===== config.mk =====
export PLATFORM = sky130hd
export DESIGN_NAME = prtc_top
export DESIGN_NICKNAME = d
export VERILOG_FILES = /design/src/logic/prtc_top.v
export VERILOG_INCLUDE_DIRS = /design/src /design/src/shared
export SDC_FILE = /design/constraint.sdc
export NUM_CORES = 1
export LEC_CHECK = 0
export ABC_AREA = 1
export BUFFER_PORTS_ARGS = -buffer_cell sky130_fd_sc_hd__buf_2
export CORE_MARGIN = 5
export CORE_UTILIZATION = 58
export DETAILED_ROUTE_END_ITERATION = 8
export PLACE_DENSITY = 0.82
export SYNTH_ARGS = -nofsm -noshare
export SYNTH_HDL_FRONTEND = slang
export SYNTH_SLANG_ARGS = --single-unit

===== constraint.sdc =====
create_clock -name CLK_I -period 3.4 [get_ports CLK_I]
set_clock_uncertainty 0.1 [all_clocks]
set_input_delay 0.68 -clock CLK_I [delete_from_list [all_inputs] [get_ports CLK_I]]
set_output_delay 0.68 -clock CLK_I [all_outputs]
set_load 0.1 [all_outputs]

===== src/shared/prtc_defines.vh =====
/*
 Register map, field positions, reset values and divider table
 of the periodic real-time counter. Definitions only.
 Assumes inclusion by bare name from the logic files.
*/
`ifndef PRTC_DEFINES_VH
`define PRTC_DEFINES_VH

// Byte offsets on the APB
`define PRTC_OFS_SC 8'h00
`define PRTC_OFS_CNT 8'h04
`define PRTC_OFS_MOD 8'h08
`define PRTC_OFS_IST 8'h0C
`define PRTC_OFS_IMSK 8'h10

// Fields of rtc_status_control
`define PRTC_SC_FLAG 7
`define PRTC_SC_SRC_HI 6
`define PRTC_SC_SRC_LO 5
`define PRTC_SC_IEN 4
`define PRTC_SC_PS_HI 3
`define PRTC_SC_PS_LO 0

// Fields of the event status and mask registers
`define PRTC_EV_MATCH 0
`define PRTC_EV_CFGCLR 1
`define PRTC_EV_W 2

// Reset values
`define PRTC_RST_SRC 2'h0
`define PRTC_RST_PS 4'h0
`define PRTC_RST_BYTE 8'h00
`define PRTC_RST_EV 2'h0
`define PRTC_RST_DIV 18'h0_0000

// Source select codes and prescaler-off code
`define PRTC_SRC_LOWPWR 2'h0
`define PRTC_SRC_EXT 2'h1
`define PRTC_PS_OFF 4'h0

// Divide-by values, source select low bit zero
`define PRTC_DIV_L1 18'd8
`define PRTC_DIV_L2 18'd32
`define PRTC_DIV_L3 18'd64
`define PRTC_DIV_L4 18'd128
`define PRTC_DIV_L5 18'd256
`define PRTC_DIV_L6 18'd512
`define PRTC_DIV_L7 18'd1024
`define PRTC_DIV_L8 18'd1
`define PRTC_DIV_L9 18'd2
`define PRTC_DIV_L10 18'd4
`define PRTC_DIV_L11 18'd10
`define PRTC_DIV_L12 18'd16
`define PRTC_DIV_L13 18'd100
`define PRTC_DIV_L14 18'd500
`define PRTC_DIV_L15 18'd1000

// Divide-by values, source select low bit one
`define PRTC_DIV_H1 18'd1024
`define PRTC_DIV_H2 18'd2048
`define PRTC_DIV_H3 18'd4096
`define PRTC_DIV_H4 18'd8192
`define PRTC_DIV_H5 18'd16384
`define PRTC_DIV_H6 18'd32768
`define PRTC_DIV_H7 18'd65536
`define PRTC_DIV_H8 18'd1000
`define PRTC_DIV_H9 18'd2000
`define PRTC_DIV_H10 18'd5000
`define PRTC_DIV_H11 18'd10000
`define PRTC_DIV_H12 18'd20000
`define PRTC_DIV_H13 18'd50000
`define PRTC_DIV_H14 18'd100000
`define PRTC_DIV_H15 18'd200000

`define PRTC_DIV_W 18
`define PRTC_NSRC 3

`endif


===== src/logic/prtc_top.v =====
/*
 Periodic real-time counter: APB register slave, clock source
 select, binary/decimal prescaler, 8-bit modulo up-counter,
 match flag and level interrupt.
 Assumes the three slow source clocks arrive as plain levels,
 much slower than CLK_I, and a zero-wait APB master.
*/
`timescale 1ns/100ps
`include "prtc_defines.vh"
`default_nettype none

module prtc_top #(
	parameter ADDR_W = 8
) (
	input wire CLK_I,
	input wire RESET_N_I,
	input wire PSEL_I,
	input wire PENABLE_I,
	input wire PWRITE_I,
	input wire [ADDR_W-1:0] PADDR_I,
	input wire [31:0] PWDATA_I,
	output wire PREADY_O,
	output reg [31:0] PRDATA_O,
	output reg PSLVERR_O,
	input wire LOW_POWER_OSC_CLOCK_I,
	input wire EXT_CLK_I,
	input wire INT_CLK_I,
	input wire DEBUG_HALT_I,
	input wire STOP2_I,
	input wire STOP3_I,
	output wire IRQ_O
);

	reg [1:0] source_select_ff;
	reg [3:0] divider_select_ff;
	reg match_irq_enable_ff;
	reg match_flag_ff;
	reg [7:0] count_ff;
	reg [7:0] limit_ff;
	reg [`PRTC_DIV_W-1:0] pre_ff;
	reg [`PRTC_EV_W-1:0] ev_stat_ff;
	reg [`PRTC_EV_W-1:0] ev_mask_ff;

	reg [1:0] nxt_source_select;
	reg [3:0] nxt_divider_select;
	reg nxt_match_irq_enable;
	reg nxt_match_flag;
	reg [7:0] nxt_count;
	reg [7:0] nxt_limit;
	reg [`PRTC_DIV_W-1:0] nxt_pre;
	reg [`PRTC_EV_W-1:0] nxt_ev_stat;
	reg [`PRTC_EV_W-1:0] nxt_ev_mask;
	reg [31:0] nxt_rdata;
	reg nxt_slverr;

	wire [`PRTC_NSRC-1:0] src_raw;
	wire [`PRTC_NSRC-1:0] src_edge;
	wire [ADDR_W-1:0] addr_sc;
	wire [ADDR_W-1:0] addr_cnt;
	wire [ADDR_W-1:0] addr_mod;
	wire [ADDR_W-1:0] addr_ist;
	wire [ADDR_W-1:0] addr_imsk;
	wire setup_ph;
	wire wr_en;
	wire wr_sc;
	wire wr_mod;
	wire wr_ist;
	wire wr_imsk;
	wire mapped;
	wire [1:0] wr_src;
	wire [3:0] wr_ps;
	wire cfg_clear;
	wire src_ok;
	wire sel_edge;
	wire run;
	wire [`PRTC_DIV_W-1:0] div_val;
	wire pre_last;
	wire tick;
	wire wrap;
	wire [7:0] sc_rd;
	wire irq_match;
	wire irq_event;

	assign src_raw = {INT_CLK_I, EXT_CLK_I, LOW_POWER_OSC_CLOCK_I};

	// Synchroniser per source; edge taken from stages two and three only
	genvar gi;
	generate
		for (gi = 0; gi < `PRTC_NSRC; gi = gi + 1) begin : g_sync
			reg s1_ff;
			reg s2_ff;
			reg s3_ff;
			always @(posedge CLK_I or negedge RESET_N_I) begin
				if (!RESET_N_I) begin
					s1_ff <= 1'b0;
					s2_ff <= 1'b0;
					s3_ff <= 1'b0;
				end else begin
					s1_ff <= src_raw[gi];
					s2_ff <= s1_ff;
					s3_ff <= s2_ff;
				end
			end
			assign src_edge[gi] = s2_ff & ~s3_ff;
		end
	endgenerate

	// Divide-by lookup on the source low bit and prescaler code
	function [`PRTC_DIV_W-1:0] div_of;
		input hi;
		input [3:0] ps;
		begin
			div_of = `PRTC_RST_DIV;
			if (!hi) begin
				case (ps)
					4'h1: div_of = `PRTC_DIV_L1;
					4'h2: div_of = `PRTC_DIV_L2;
					4'h3: div_of = `PRTC_DIV_L3;
					4'h4: div_of = `PRTC_DIV_L4;
					4'h5: div_of = `PRTC_DIV_L5;
					4'h6: div_of = `PRTC_DIV_L6;
					4'h7: div_of = `PRTC_DIV_L7;
					4'h8: div_of = `PRTC_DIV_L8;
					4'h9: div_of = `PRTC_DIV_L9;
					4'hA: div_of = `PRTC_DIV_L10;
					4'hB: div_of = `PRTC_DIV_L11;
					4'hC: div_of = `PRTC_DIV_L12;
					4'hD: div_of = `PRTC_DIV_L13;
					4'hE: div_of = `PRTC_DIV_L14;
					4'hF: div_of = `PRTC_DIV_L15;
					default: div_of = `PRTC_RST_DIV;
				endcase
			end else begin
				case (ps)
					4'h1: div_of = `PRTC_DIV_H1;
					4'h2: div_of = `PRTC_DIV_H2;
					4'h3: div_of = `PRTC_DIV_H3;
					4'h4: div_of = `PRTC_DIV_H4;
					4'h5: div_of = `PRTC_DIV_H5;
					4'h6: div_of = `PRTC_DIV_H6;
					4'h7: div_of = `PRTC_DIV_H7;
					4'h8: div_of = `PRTC_DIV_H8;
					4'h9: div_of = `PRTC_DIV_H9;
					4'hA: div_of = `PRTC_DIV_H10;
					4'hB: div_of = `PRTC_DIV_H11;
					4'hC: div_of = `PRTC_DIV_H12;
					4'hD: div_of = `PRTC_DIV_H13;
					4'hE: div_of = `PRTC_DIV_H14;
					4'hF: div_of = `PRTC_DIV_H15;
					default: div_of = `PRTC_RST_DIV;
				endcase
			end
		end
	endfunction

	// APB decode
	assign addr_sc = `PRTC_OFS_SC;
	assign addr_cnt = `PRTC_OFS_CNT;
	assign addr_mod = `PRTC_OFS_MOD;
	assign addr_ist = `PRTC_OFS_IST;
	assign addr_imsk = `PRTC_OFS_IMSK;
	assign PREADY_O = 1'b1;
	assign setup_ph = PSEL_I & ~PENABLE_I;
	assign wr_en = PSEL_I & PENABLE_I & PWRITE_I;
	assign mapped = (PADDR_I == addr_sc) | (PADDR_I == addr_cnt) |
		(PADDR_I == addr_mod) | (PADDR_I == addr_ist) |
		(PADDR_I == addr_imsk);
	assign wr_sc = wr_en & (PADDR_I == addr_sc);
	assign wr_mod = wr_en & (PADDR_I == addr_mod);
	assign wr_ist = wr_en & (PADDR_I == addr_ist);
	assign wr_imsk = wr_en & (PADDR_I == addr_imsk);
	assign wr_src = PWDATA_I[`PRTC_SC_SRC_HI:`PRTC_SC_SRC_LO];
	assign wr_ps = PWDATA_I[`PRTC_SC_PS_HI:`PRTC_SC_PS_LO];

	// A changed source or prescaler clears, as does any modulo write; rewriting the same selection keeps counting
	assign cfg_clear = (wr_sc & (wr_src != source_select_ff)) |
		(wr_sc & (wr_ps != divider_select_ff)) |
		wr_mod;

	// Source mux: 00 low-power osc, 01 external, 1x internal
	assign sel_edge = (source_select_ff == `PRTC_SRC_LOWPWR) ? src_edge[0] :
		(source_select_ff == `PRTC_SRC_EXT) ? src_edge[1] :
		src_edge[2];

	// Stop2 leaves only the low-power osc alive; stop3 keeps every source
	assign src_ok = ~STOP2_I | STOP3_I |
		(source_select_ff == `PRTC_SRC_LOWPWR);

	assign run = (divider_select_ff != `PRTC_PS_OFF) &
		~DEBUG_HALT_I & src_ok;

	assign div_val = div_of(source_select_ff[0], divider_select_ff);
	assign pre_last = (pre_ff == (div_val - 1'b1));
	assign tick = run & sel_edge & pre_last;
	assign wrap = tick & (count_ff == limit_ff);

	assign sc_rd = {match_flag_ff, source_select_ff,
		match_irq_enable_ff, divider_select_ff};

	// Software-owned configuration
	always @* begin
		nxt_source_select = source_select_ff;
		nxt_divider_select = divider_select_ff;
		nxt_match_irq_enable = match_irq_enable_ff;
		nxt_limit = limit_ff;
		nxt_ev_mask = ev_mask_ff;
		if (wr_sc) begin
			nxt_source_select = wr_src;
			nxt_divider_select = wr_ps;
			nxt_match_irq_enable = PWDATA_I[`PRTC_SC_IEN];
		end
		if (wr_mod) begin
			nxt_limit = PWDATA_I[7:0];
		end
		if (wr_imsk) begin
			nxt_ev_mask = PWDATA_I[`PRTC_EV_W-1:0];
		end
	end

	// Frozen state holds while halted, so counting resumes in place
	always @* begin
		nxt_pre = pre_ff;
		nxt_count = count_ff;
		if (cfg_clear) begin
			nxt_pre = `PRTC_RST_DIV;
			nxt_count = `PRTC_RST_BYTE;
		end else if (run & sel_edge) begin
			if (pre_last) begin
				nxt_pre = `PRTC_RST_DIV;
				if (count_ff == limit_ff) begin
					nxt_count = `PRTC_RST_BYTE;
				end else begin
					nxt_count = count_ff + 8'h01;
				end
			end else begin
				nxt_pre = pre_ff + 1'b1;
			end
		end
	end

	// Set wins over a clear in the same cycle
	always @* begin
		nxt_match_flag = match_flag_ff;
		if (wr_sc & PWDATA_I[`PRTC_SC_FLAG]) begin
			nxt_match_flag = 1'b0;
		end
		if (wrap) begin
			nxt_match_flag = 1'b1;
		end
	end

	// Event bits follow the same set-over-clear priority
	always @* begin
		nxt_ev_stat = ev_stat_ff;
		if (wr_ist) begin
			nxt_ev_stat = ev_stat_ff & ~PWDATA_I[`PRTC_EV_W-1:0];
		end
		if (wrap) begin
			nxt_ev_stat[`PRTC_EV_MATCH] = 1'b1;
		end
		if (cfg_clear) begin
			nxt_ev_stat[`PRTC_EV_CFGCLR] = 1'b1;
		end
	end

	// Read data captured in the setup phase, stable through the access phase
	always @* begin
		nxt_rdata = PRDATA_O;
		nxt_slverr = PSLVERR_O;
		if (setup_ph) begin
			nxt_slverr = ~mapped;
			nxt_rdata = 32'h0000_0000;
			if (!PWRITE_I) begin
				// Unmapped reads return zero alongside the error
				case (PADDR_I)
					addr_sc: begin
						nxt_rdata[7:0] = sc_rd;
					end
					addr_cnt: begin
						nxt_rdata[7:0] = count_ff;
					end
					addr_mod: begin
						nxt_rdata[7:0] = limit_ff;
					end
					addr_ist: begin
						nxt_rdata[`PRTC_EV_W-1:0] = ev_stat_ff;
					end
					addr_imsk: begin
						nxt_rdata[`PRTC_EV_W-1:0] = ev_mask_ff;
					end
					default: begin
						nxt_rdata = 32'h0000_0000;
					end
				endcase
			end
		end
	end

	// Configuration and limit
	always @(posedge CLK_I or negedge RESET_N_I) begin
		if (!RESET_N_I) begin
			source_select_ff <= `PRTC_RST_SRC;
			divider_select_ff <= `PRTC_RST_PS;
			match_irq_enable_ff <= 1'b0;
			limit_ff <= `PRTC_RST_BYTE;
			ev_mask_ff <= `PRTC_RST_EV;
		end else begin
			source_select_ff <= nxt_source_select;
			divider_select_ff <= nxt_divider_select;
			match_irq_enable_ff <= nxt_match_irq_enable;
			limit_ff <= nxt_limit;
			ev_mask_ff <= nxt_ev_mask;
		end
	end

	// Counting state and sticky flags
	always @(posedge CLK_I or negedge RESET_N_I) begin
		if (!RESET_N_I) begin
			match_flag_ff <= 1'b0;
			count_ff <= `PRTC_RST_BYTE;
			pre_ff <= `PRTC_RST_DIV;
			ev_stat_ff <= `PRTC_RST_EV;
		end else begin
			match_flag_ff <= nxt_match_flag;
			count_ff <= nxt_count;
			pre_ff <= nxt_pre;
			ev_stat_ff <= nxt_ev_stat;
		end
	end

	// Bus answer registers
	always @(posedge CLK_I or negedge RESET_N_I) begin
		if (!RESET_N_I) begin
			PRDATA_O <= 32'h0000_0000;
			PSLVERR_O <= 1'b0;
		end else begin
			PRDATA_O <= nxt_rdata;
			PSLVERR_O <= nxt_slverr;
		end
	end

	// Match request and event request share one level output
	assign irq_match = match_flag_ff & match_irq_enable_ff;
	assign irq_event = |(ev_stat_ff & ev_mask_ff);
	assign IRQ_O = irq_match | irq_event;

endmodule
`default_nettype wire


==> impl_results.md, run 1 <==
* Postcts setup bufs at 0
* First-pass GRT wire length at 22100 um
* Critical path class: reg2reg
* Slew @ Worst Pin at 1.05 ns
* Worst skew pair latency at 0.35 ns
* GRT Resource Usage Total at 24.3%
* P&R area growth vs syn at 8.53%
* Dpl hpwl at between 10000 and 15000 um
* H-tree depth at 3
* Setup violations, final at 0
* Chip Height at about 100 um
* Non-filler cells, final at between 900 and 1000
* Remaining Overflow, GRT at 0
* DR DRC count at 0
* Final hold vios at 0
* Worst hold path class: reg2reg
* Final Max Tran Viols at 0
* Synthesized area per cell at 6.85 um^2
* Leak at 2.86 nW
* Mapped Area at roughly 0.005 mm^2
* Outcome: finished clean
* Critical Path Source Type: flip-flop
* WL per Instance at 14.6 um
* Met2 track demand over resource at 43.4%
* Ys flop type: dfrtp_1
* Initial Util at between 50% and 60%
* Clk sinks at 64
* N_diodes at 0
* DR vias/cell at 5.52
* Layout Utilization at 64.2%
* Die Wd at 104 um
* CP Capture Point: count_ff[2]
* Overall routed net length at 13200 um
* Synth cell count leaders: nand2_1, inv_1, dfrtp_1
* Peak supply drop at 0.220 mV
* Area share of the leading cell type in the synthesized netlist at 31.2%
* TritonCTS clock tree: yes
* CP max FO at 14
* CP Capture Type: flip-flop
* Met1 usage at 28.2%
* Worst R2R Path Depth at 15
* Detailed Routing Iterations Pass 1 at 5
* PostCTS Resize Cnt at 0
* Synthesis Warnings at 0
* Fin crit share at 90.4%
* Max Fclk at between 0.3 and 0.4 GHz
* Largest net degree at the start of global routing at 47
* MaxCap Viol Count at 0
* Yosys cell types at between 40 and 50
* Unrepaired setup endpoints after global routing: false
* Post-synth EDFFs at 0
* Die Footprint at 0.0108 mm^2
* CTS Root Cell: clkbuf_8
* Via count at 4997
* Most common cell in the netlist: nand2_1
* Critical path origin: divider_select_ff[3]
* RD Place Congestion at 1.00
* CTS Buf Count at 9
* Most area-hungry cell type in the Yosys netlist: dfrtp_1
* Top cells by area in the synthesized netlist: dfrtp_1, nand2_1, inv_1
* DRT antenna net count at 0
* Worst r2r src: divider_select_ff[3]
* I/O pin count at 86
* Gr busiest metal: met2
* Pwr per Cell Area at around 360 mW/mm^2
* Initial antenna violation count at 0
* CTS Hold Bufs at 0
* Row count at 34
* # nets final at 852
* Setup TNS at 0 ns
* Met3 usage at 4.72%
* Fillers at 781
* # port buffers at 36
* Slew headroom at 29.7%
* Synth Instances at 749
* CP Data Arrival Time at 3.21 ns
* Inst Count DP at 889
* Overall power at between 2 and 2.5 mW
* Placeable Area at roughly 0.0087 mm^2
* Clock period minus worst slack at 3.07 ns
* Clock-pin transition on the worst setup and hold timing paths at 0.08 ns
* Post-synthesis async set-or-reset flop share at 100%
* Post-synthesis sequential area ratio at 31.2%
* Clock buffer depth at 2
* Number of global-route vias before repair at around 4900
* Worst path required time at 3.54 ns
* Reg2reg setup slack at approximately 0.33 ns
* Layout cell share with drive strength beyond 1 at around 16%
* Seq cells post-synth at 64
* 1st-iter DRT viols at 271
* RR Endpoint: count_ff[2]
==> cell families after synthesis <==
group | share of synthesized area, %
AOI/OAI and AO/OA | 9.12
xor gates and xnor gates | 6.31
adders and majority gates | 2.19
buffers and inverters | 12.7
DFF | 31.2
other | 0.146
and+or+nand+nor | 38.4
==> metrics by stage <==
step	hold WS (ns)	setup WS (ns)	area, um^2
CTS	0.258	0.256	5560
global route	0.266	0.0318	5570
global placement	0.232	0.392	5360
floorplan	0.231	0.504	5220
detailed placement	0.241	0.298	5360
finish	0.254	0.328	5570
==> report_power, final <==
group	leakage (nW)	internal [mW]	switching (mW)
clock network	0.101	0.362	0.310
registers	0.812	0.801	0.0508
logic	1.95	0.124	0.357
==> sequential cells by signal, indices dropped and copies added, names as in the netlist <==
| signal | count |
|---|---|
| g_sync.s3_ff | 3 |
| divider_select_ff | 4 |
| ev_stat_ff | 2 |
| match_flag_ff | 1 |
| pre_ff | 18 |
| source_select_ff | 2 |
| match_irq_enable_ff | 1 |
| PRDATA_O | 8 |
| PSLVERR_O | 1 |
| g_sync.s2_ff | 3 |
| ev_mask_ff | 2 |
| count_ff | 8 |
| g_sync.s1_ff | 3 |
| limit_ff | 8 |
==> cells in the final DEF (no fill, tap or decap), types with 5 or more instances in the layout <==
master,count
a21oi_1,11
a221oi_1,6
buf_2,36
buf_4,12
clkbuf_8,10
conb_1,25
dfrtp_1,64
ha_1,9
inv_1,86
inv_2,12
nand2_1,208
nand2_2,14
nand3_1,55
nand3_2,5
nand4_1,20
nor2_1,59
nor2_2,21
nor2_4,7
nor3_1,13
nor4_1,5
o21ai_0,43
o31ai_1,9
xnor2_1,9
xor2_1,28
==> worst min path at each step <==
stage | start | end | slack [ns] | depth (start not counted)
after global routing | g_sync[2].s1_ff | g_sync[2].s2_ff | 0.27 | 0
after detailed placement | g_sync[1].s1_ff | g_sync[1].s2_ff | 0.24 | 0
after floorplan | g_sync[0].s1_ff | g_sync[0].s2_ff | 0.23 | 0
final | g_sync[2].s1_ff | g_sync[2].s2_ff | 0.25 | 0
after CTS | g_sync[1].s1_ff | g_sync[1].s2_ff | 0.26 | 0
after global placement | g_sync[0].s1_ff | g_sync[0].s2_ff | 0.23 | 0
==> critical path, stage by stage (launching register included) <==
cell	delay, ns
dfrtp_1	0.67
inv_2	0.23
nand3_1	0.13
nand2_1	0.08
a21oi_1	0.29
nand2_1	0.13
nor2_2	0.18
nand2_1	0.09
a21oi_1	0.15
nand2_1	0.08
nor2_1	0.12
nand4_1	0.28
nand2_2	0.19
nand2_2	0.11
nand2_1	0.07
nand2_1	0.05
==> cell type report <==
| type | count | area (um^2) | share of cell area (%) |
|---|---|---|---|
| Multi-Input combinational cell | 570 | 2980 | 53.5 |
| Sequential cell | 64 | 1600 | 28.8 |
| Inverter | 98 | 368 | 6.60 |
| Timing Repair Buffer | 49 | 290 | 5.21 |
| Clock buffer | 12 | 145 | 2.61 |
| Tap cell | 108 | 135 | 2.43 |
| Clock inverter | 4 | 52.6 | 0.943 |
==> metal layers <==
layer	vias to the layer above	wire length [um]
li1	2434	-
met1	2328	5140
met2	191	6820
met3	44	797
met4	0	450
met5	-	0
No activity file was read; power rests on OpenSTA's default activity.
==> run 2, diff against run 1 <==
--- a/config.mk
+++ b/config.mk
@@ -8,10 +8,13 @@
 export LEC_CHECK = 0
 export ABC_AREA = 1
 export BUFFER_PORTS_ARGS = -buffer_cell sky130_fd_sc_hd__buf_2
+export CELL_PAD_IN_SITES_DETAIL_PLACEMENT = 1
+export CELL_PAD_IN_SITES_GLOBAL_PLACEMENT = 1
 export CORE_MARGIN = 5
-export CORE_UTILIZATION = 58
+export CORE_UTILIZATION = 41
 export DETAILED_ROUTE_END_ITERATION = 8
-export PLACE_DENSITY = 0.82
+export MAX_ROUTING_LAYER = met4
+export PLACE_DENSITY_LB_ADDON = 0.1
 export SYNTH_ARGS = -nofsm -noshare
 export SYNTH_HDL_FRONTEND = slang
 export SYNTH_SLANG_ARGS = --single-unit
==> impl_results.md, run 2 (synthesized netlist as in run 1, its figures left out) <==
* Min-Delay Endpoint: g_sync[0].s2_ff
* WL per Instance at 16.7 um (+14%)
* P&R area growth vs syn at 12.5%
* GRT Resource Usage Total at 23.3% (-1.0 points)
* Dpl cell area at 0.00545 mm^2 (+1.5%)
* DR DRC count at 0 (unchanged)
* CP max stage delay at 0.39 ns (-0.28 ns)
* Placeable Area at 0.0122 mm^2 (+40%)
* Setup violations, final at 0 (unchanged)
* RR Endpoint: count_ff[2]
* 1st-iter DRT viols at 258 (-4.8%)
* Unrepaired setup endpoints after global routing: false
* Clock-pin transition on the worst setup and hold timing paths at 0.06 ns (-0.02 ns)
* Via count at 5017 (+0.40%)
* Layout Utilization at 47.5% (-17 points)
* Remaining Overflow, GRT at 0 (unchanged)
* Setup TNS at 0 ns (unchanged)
* Worst R2R Path Depth at 18 (+3)
* H-tree depth at 3 (unchanged)
* Slew @ Worst Pin at 0.852 ns (-0.203 ns)
* Reg2reg setup slack at 0.27 ns (-0.05 ns)
* Final instance area at 0.00577 mm^2 (+3.7%)
* CP Capture Type: flip-flop
* Worst hold path class: reg2reg
* Worst r2r src: divider_select_ff[0]
* Final hold vios at 0 (unchanged)
* Layout cell share with drive strength beyond 1 at 16.9% (+0.48 points)
* Clk sinks at 64 (unchanged)
* Hold Path Depth at 0 (unchanged)
* Largest register FFs at 18 (unchanged)
* Commonest non-fill, non-tap cells in the layout: nand2_1, inv_1, dfrtp_1
* RD Place Congestion at 0.891 (-11%)
* DRT antenna net count at 0 (unchanged)
* Final Max Tran Viols at 0 (unchanged)
* Number of global-route vias before repair at 5353 (+9.4%)
* Outcome: finished clean
* # port buffers at 36 (unchanged)
* Chip Height at 122 um (+17%)
* Die Wd at 122 um (+17%)
* Die Footprint at 0.0149 mm^2 (+37%)
* Slowest cell on the critical path: dfrtp_1
* Top reg by flops: pre_ff
* Clock buffer depth at 2 (unchanged)
* Leak at 2.90 nW (+1.6%)
* Initial Util at 42.2% (-17 points)
* Worst skew pair latency at 0.34 ns (about the same)
* Detailed Routing Iterations Pass 1 at 4 (-1)
* Fillers at 1635 (+110%)
* Dpl hpwl at 12800 um (+25%)
* Row count at 40 (+18%)
* Fin crit share at 91.9% (+1.6 points)
* Crit path cell chain: buf_4 > ha_1 > inv_1 > nand2_1 > nand3_1 > nand2_1 > inv_2 > nand3_4 > nor2_2 > nand2_1 > a21oi_1 > nand2_1 > nor2_1 > nand4_1 > nand2_2 > nand2_2 > nand2_1 > nand2_1
* Critical path class: reg2reg
* CP Data Arrival Time at 3.26 ns (+0.05 ns)
* Overall routed net length at 16100 um (+22%)
* CP max FO at 7 (-7)
* Max Fclk at 0.320 GHz (-1.7%)
* TritonCTS clock tree: yes
* Crit-path most repeated cell: nand2_1
* CTS Root Cell: clkbuf_16
* N_diodes at 0 (unchanged)
* Worst path required time at 3.53 ns (about the same)
* I/O pin count at 86 (unchanged)
* Peak supply drop at 0.272 mV (+24%)
* Clock period minus worst slack at 3.13 ns (+0.0536 ns)
* DR vias/cell at 5.19 (-5.9%)
* Initial antenna violation count at 0 (unchanged)
* Largest net degree at the start of global routing at 65 (+38%)
* Most common cell after layout, fill and taps aside: nand2_1
* Worst Hold Launch: g_sync[0].s1_ff
* MaxCap Viol Count at 0 (unchanged)
* Pwr per Cell Area at 400 mW/mm^2 (+11%)
* First-pass GRT wire length at 26600 um (+20%)
* Critical Path Source Type: flip-flop
* Slew headroom at 43.2% (+14 points)
* CTS Buf Count at 9 (unchanged)
* Postcts setup bufs at 0 (unchanged)
* # nets final at 853 (+0.12%)
run 2: cell type report:
type                    count  area [um^2]  share of cell area [%]
clock buffers              10          239                    4.14
flip-flops and latches     64         1600                    27.7
well taps                 168          210                    3.64
inverters                  98          368                    6.37
multi-input cells         570         2990                    51.8
clock inverters             6         67.6                    1.17
repair buffers             50          298                    5.16
run 2: what timing repair did:
action                                  CTS  global route
hold buffers                              0             0
gates resized for setup                   0             5
endpoints found under the setup margin    0            22
run 2: metrics by stage:
stage / cells / power [mW] / hold WS (ns) / setup WS, ns
2_1_floorplan: 772 / 1.25 / 0.231 / 0.504
3_3_place_gp: 950 / 1.34 / 0.235 / 0.317
3_5_place_dp: 950 / 1.36 / 0.236 / 0.233
4_1_cts: 966 / 2.32 / 0.249 / 0.134
5_1_grt: 966 / 2.42 / 0.264 / 0.0111
6_report: 966 / 2.31 / 0.248 / 0.274
run 2: critical path: cells and delay by family (launching register included):
kind / cells / cell delay, ns
flops: 1 / 0.39
compound gates: 1 / 0.15
simple gates: 13 / 1.68
buf+inv: 3 / 0.41
fa+ha+maj: 1 / 0.27
run 2: worst max-delay path by stage:
stage | start | to
floorplan | divider_select_ff[0] | pre_ff[9]
global placement | divider_select_ff[1] | ev_stat_ff[0]
detailed placement | divider_select_ff[1] | match_flag_ff
CTS | divider_select_ff[1] | match_flag_ff
global route | divider_select_ff[0] | count_ff[2]
finish | divider_select_ff[0] | count_ff[2]
run 2: power by group:
| group | switching, mW | internal, mW | total, mW | leakage [nW] |
|---|---|---|---|---|
| registers | 0.0524 | 0.802 | 0.854 | 0.812 |
| logic | 0.370 | 0.124 | 0.494 | 1.95 |
| clock network | 0.370 | 0.590 | 0.960 | 0.145 |
| total | 0.792 | 1.52 | 2.31 | 2.90 |
run 2: per-layer routing:
layer / vias to the layer above / routed length, um / track usage, %
li1: 2443 / - / -
met1: 2483 / 6740 / 26.1
met2: 67 / 8610 / 42.4
met3: 24 / 314 / 2.46
met4: 0 / 417 / 8.82
met5: - / 0 / -
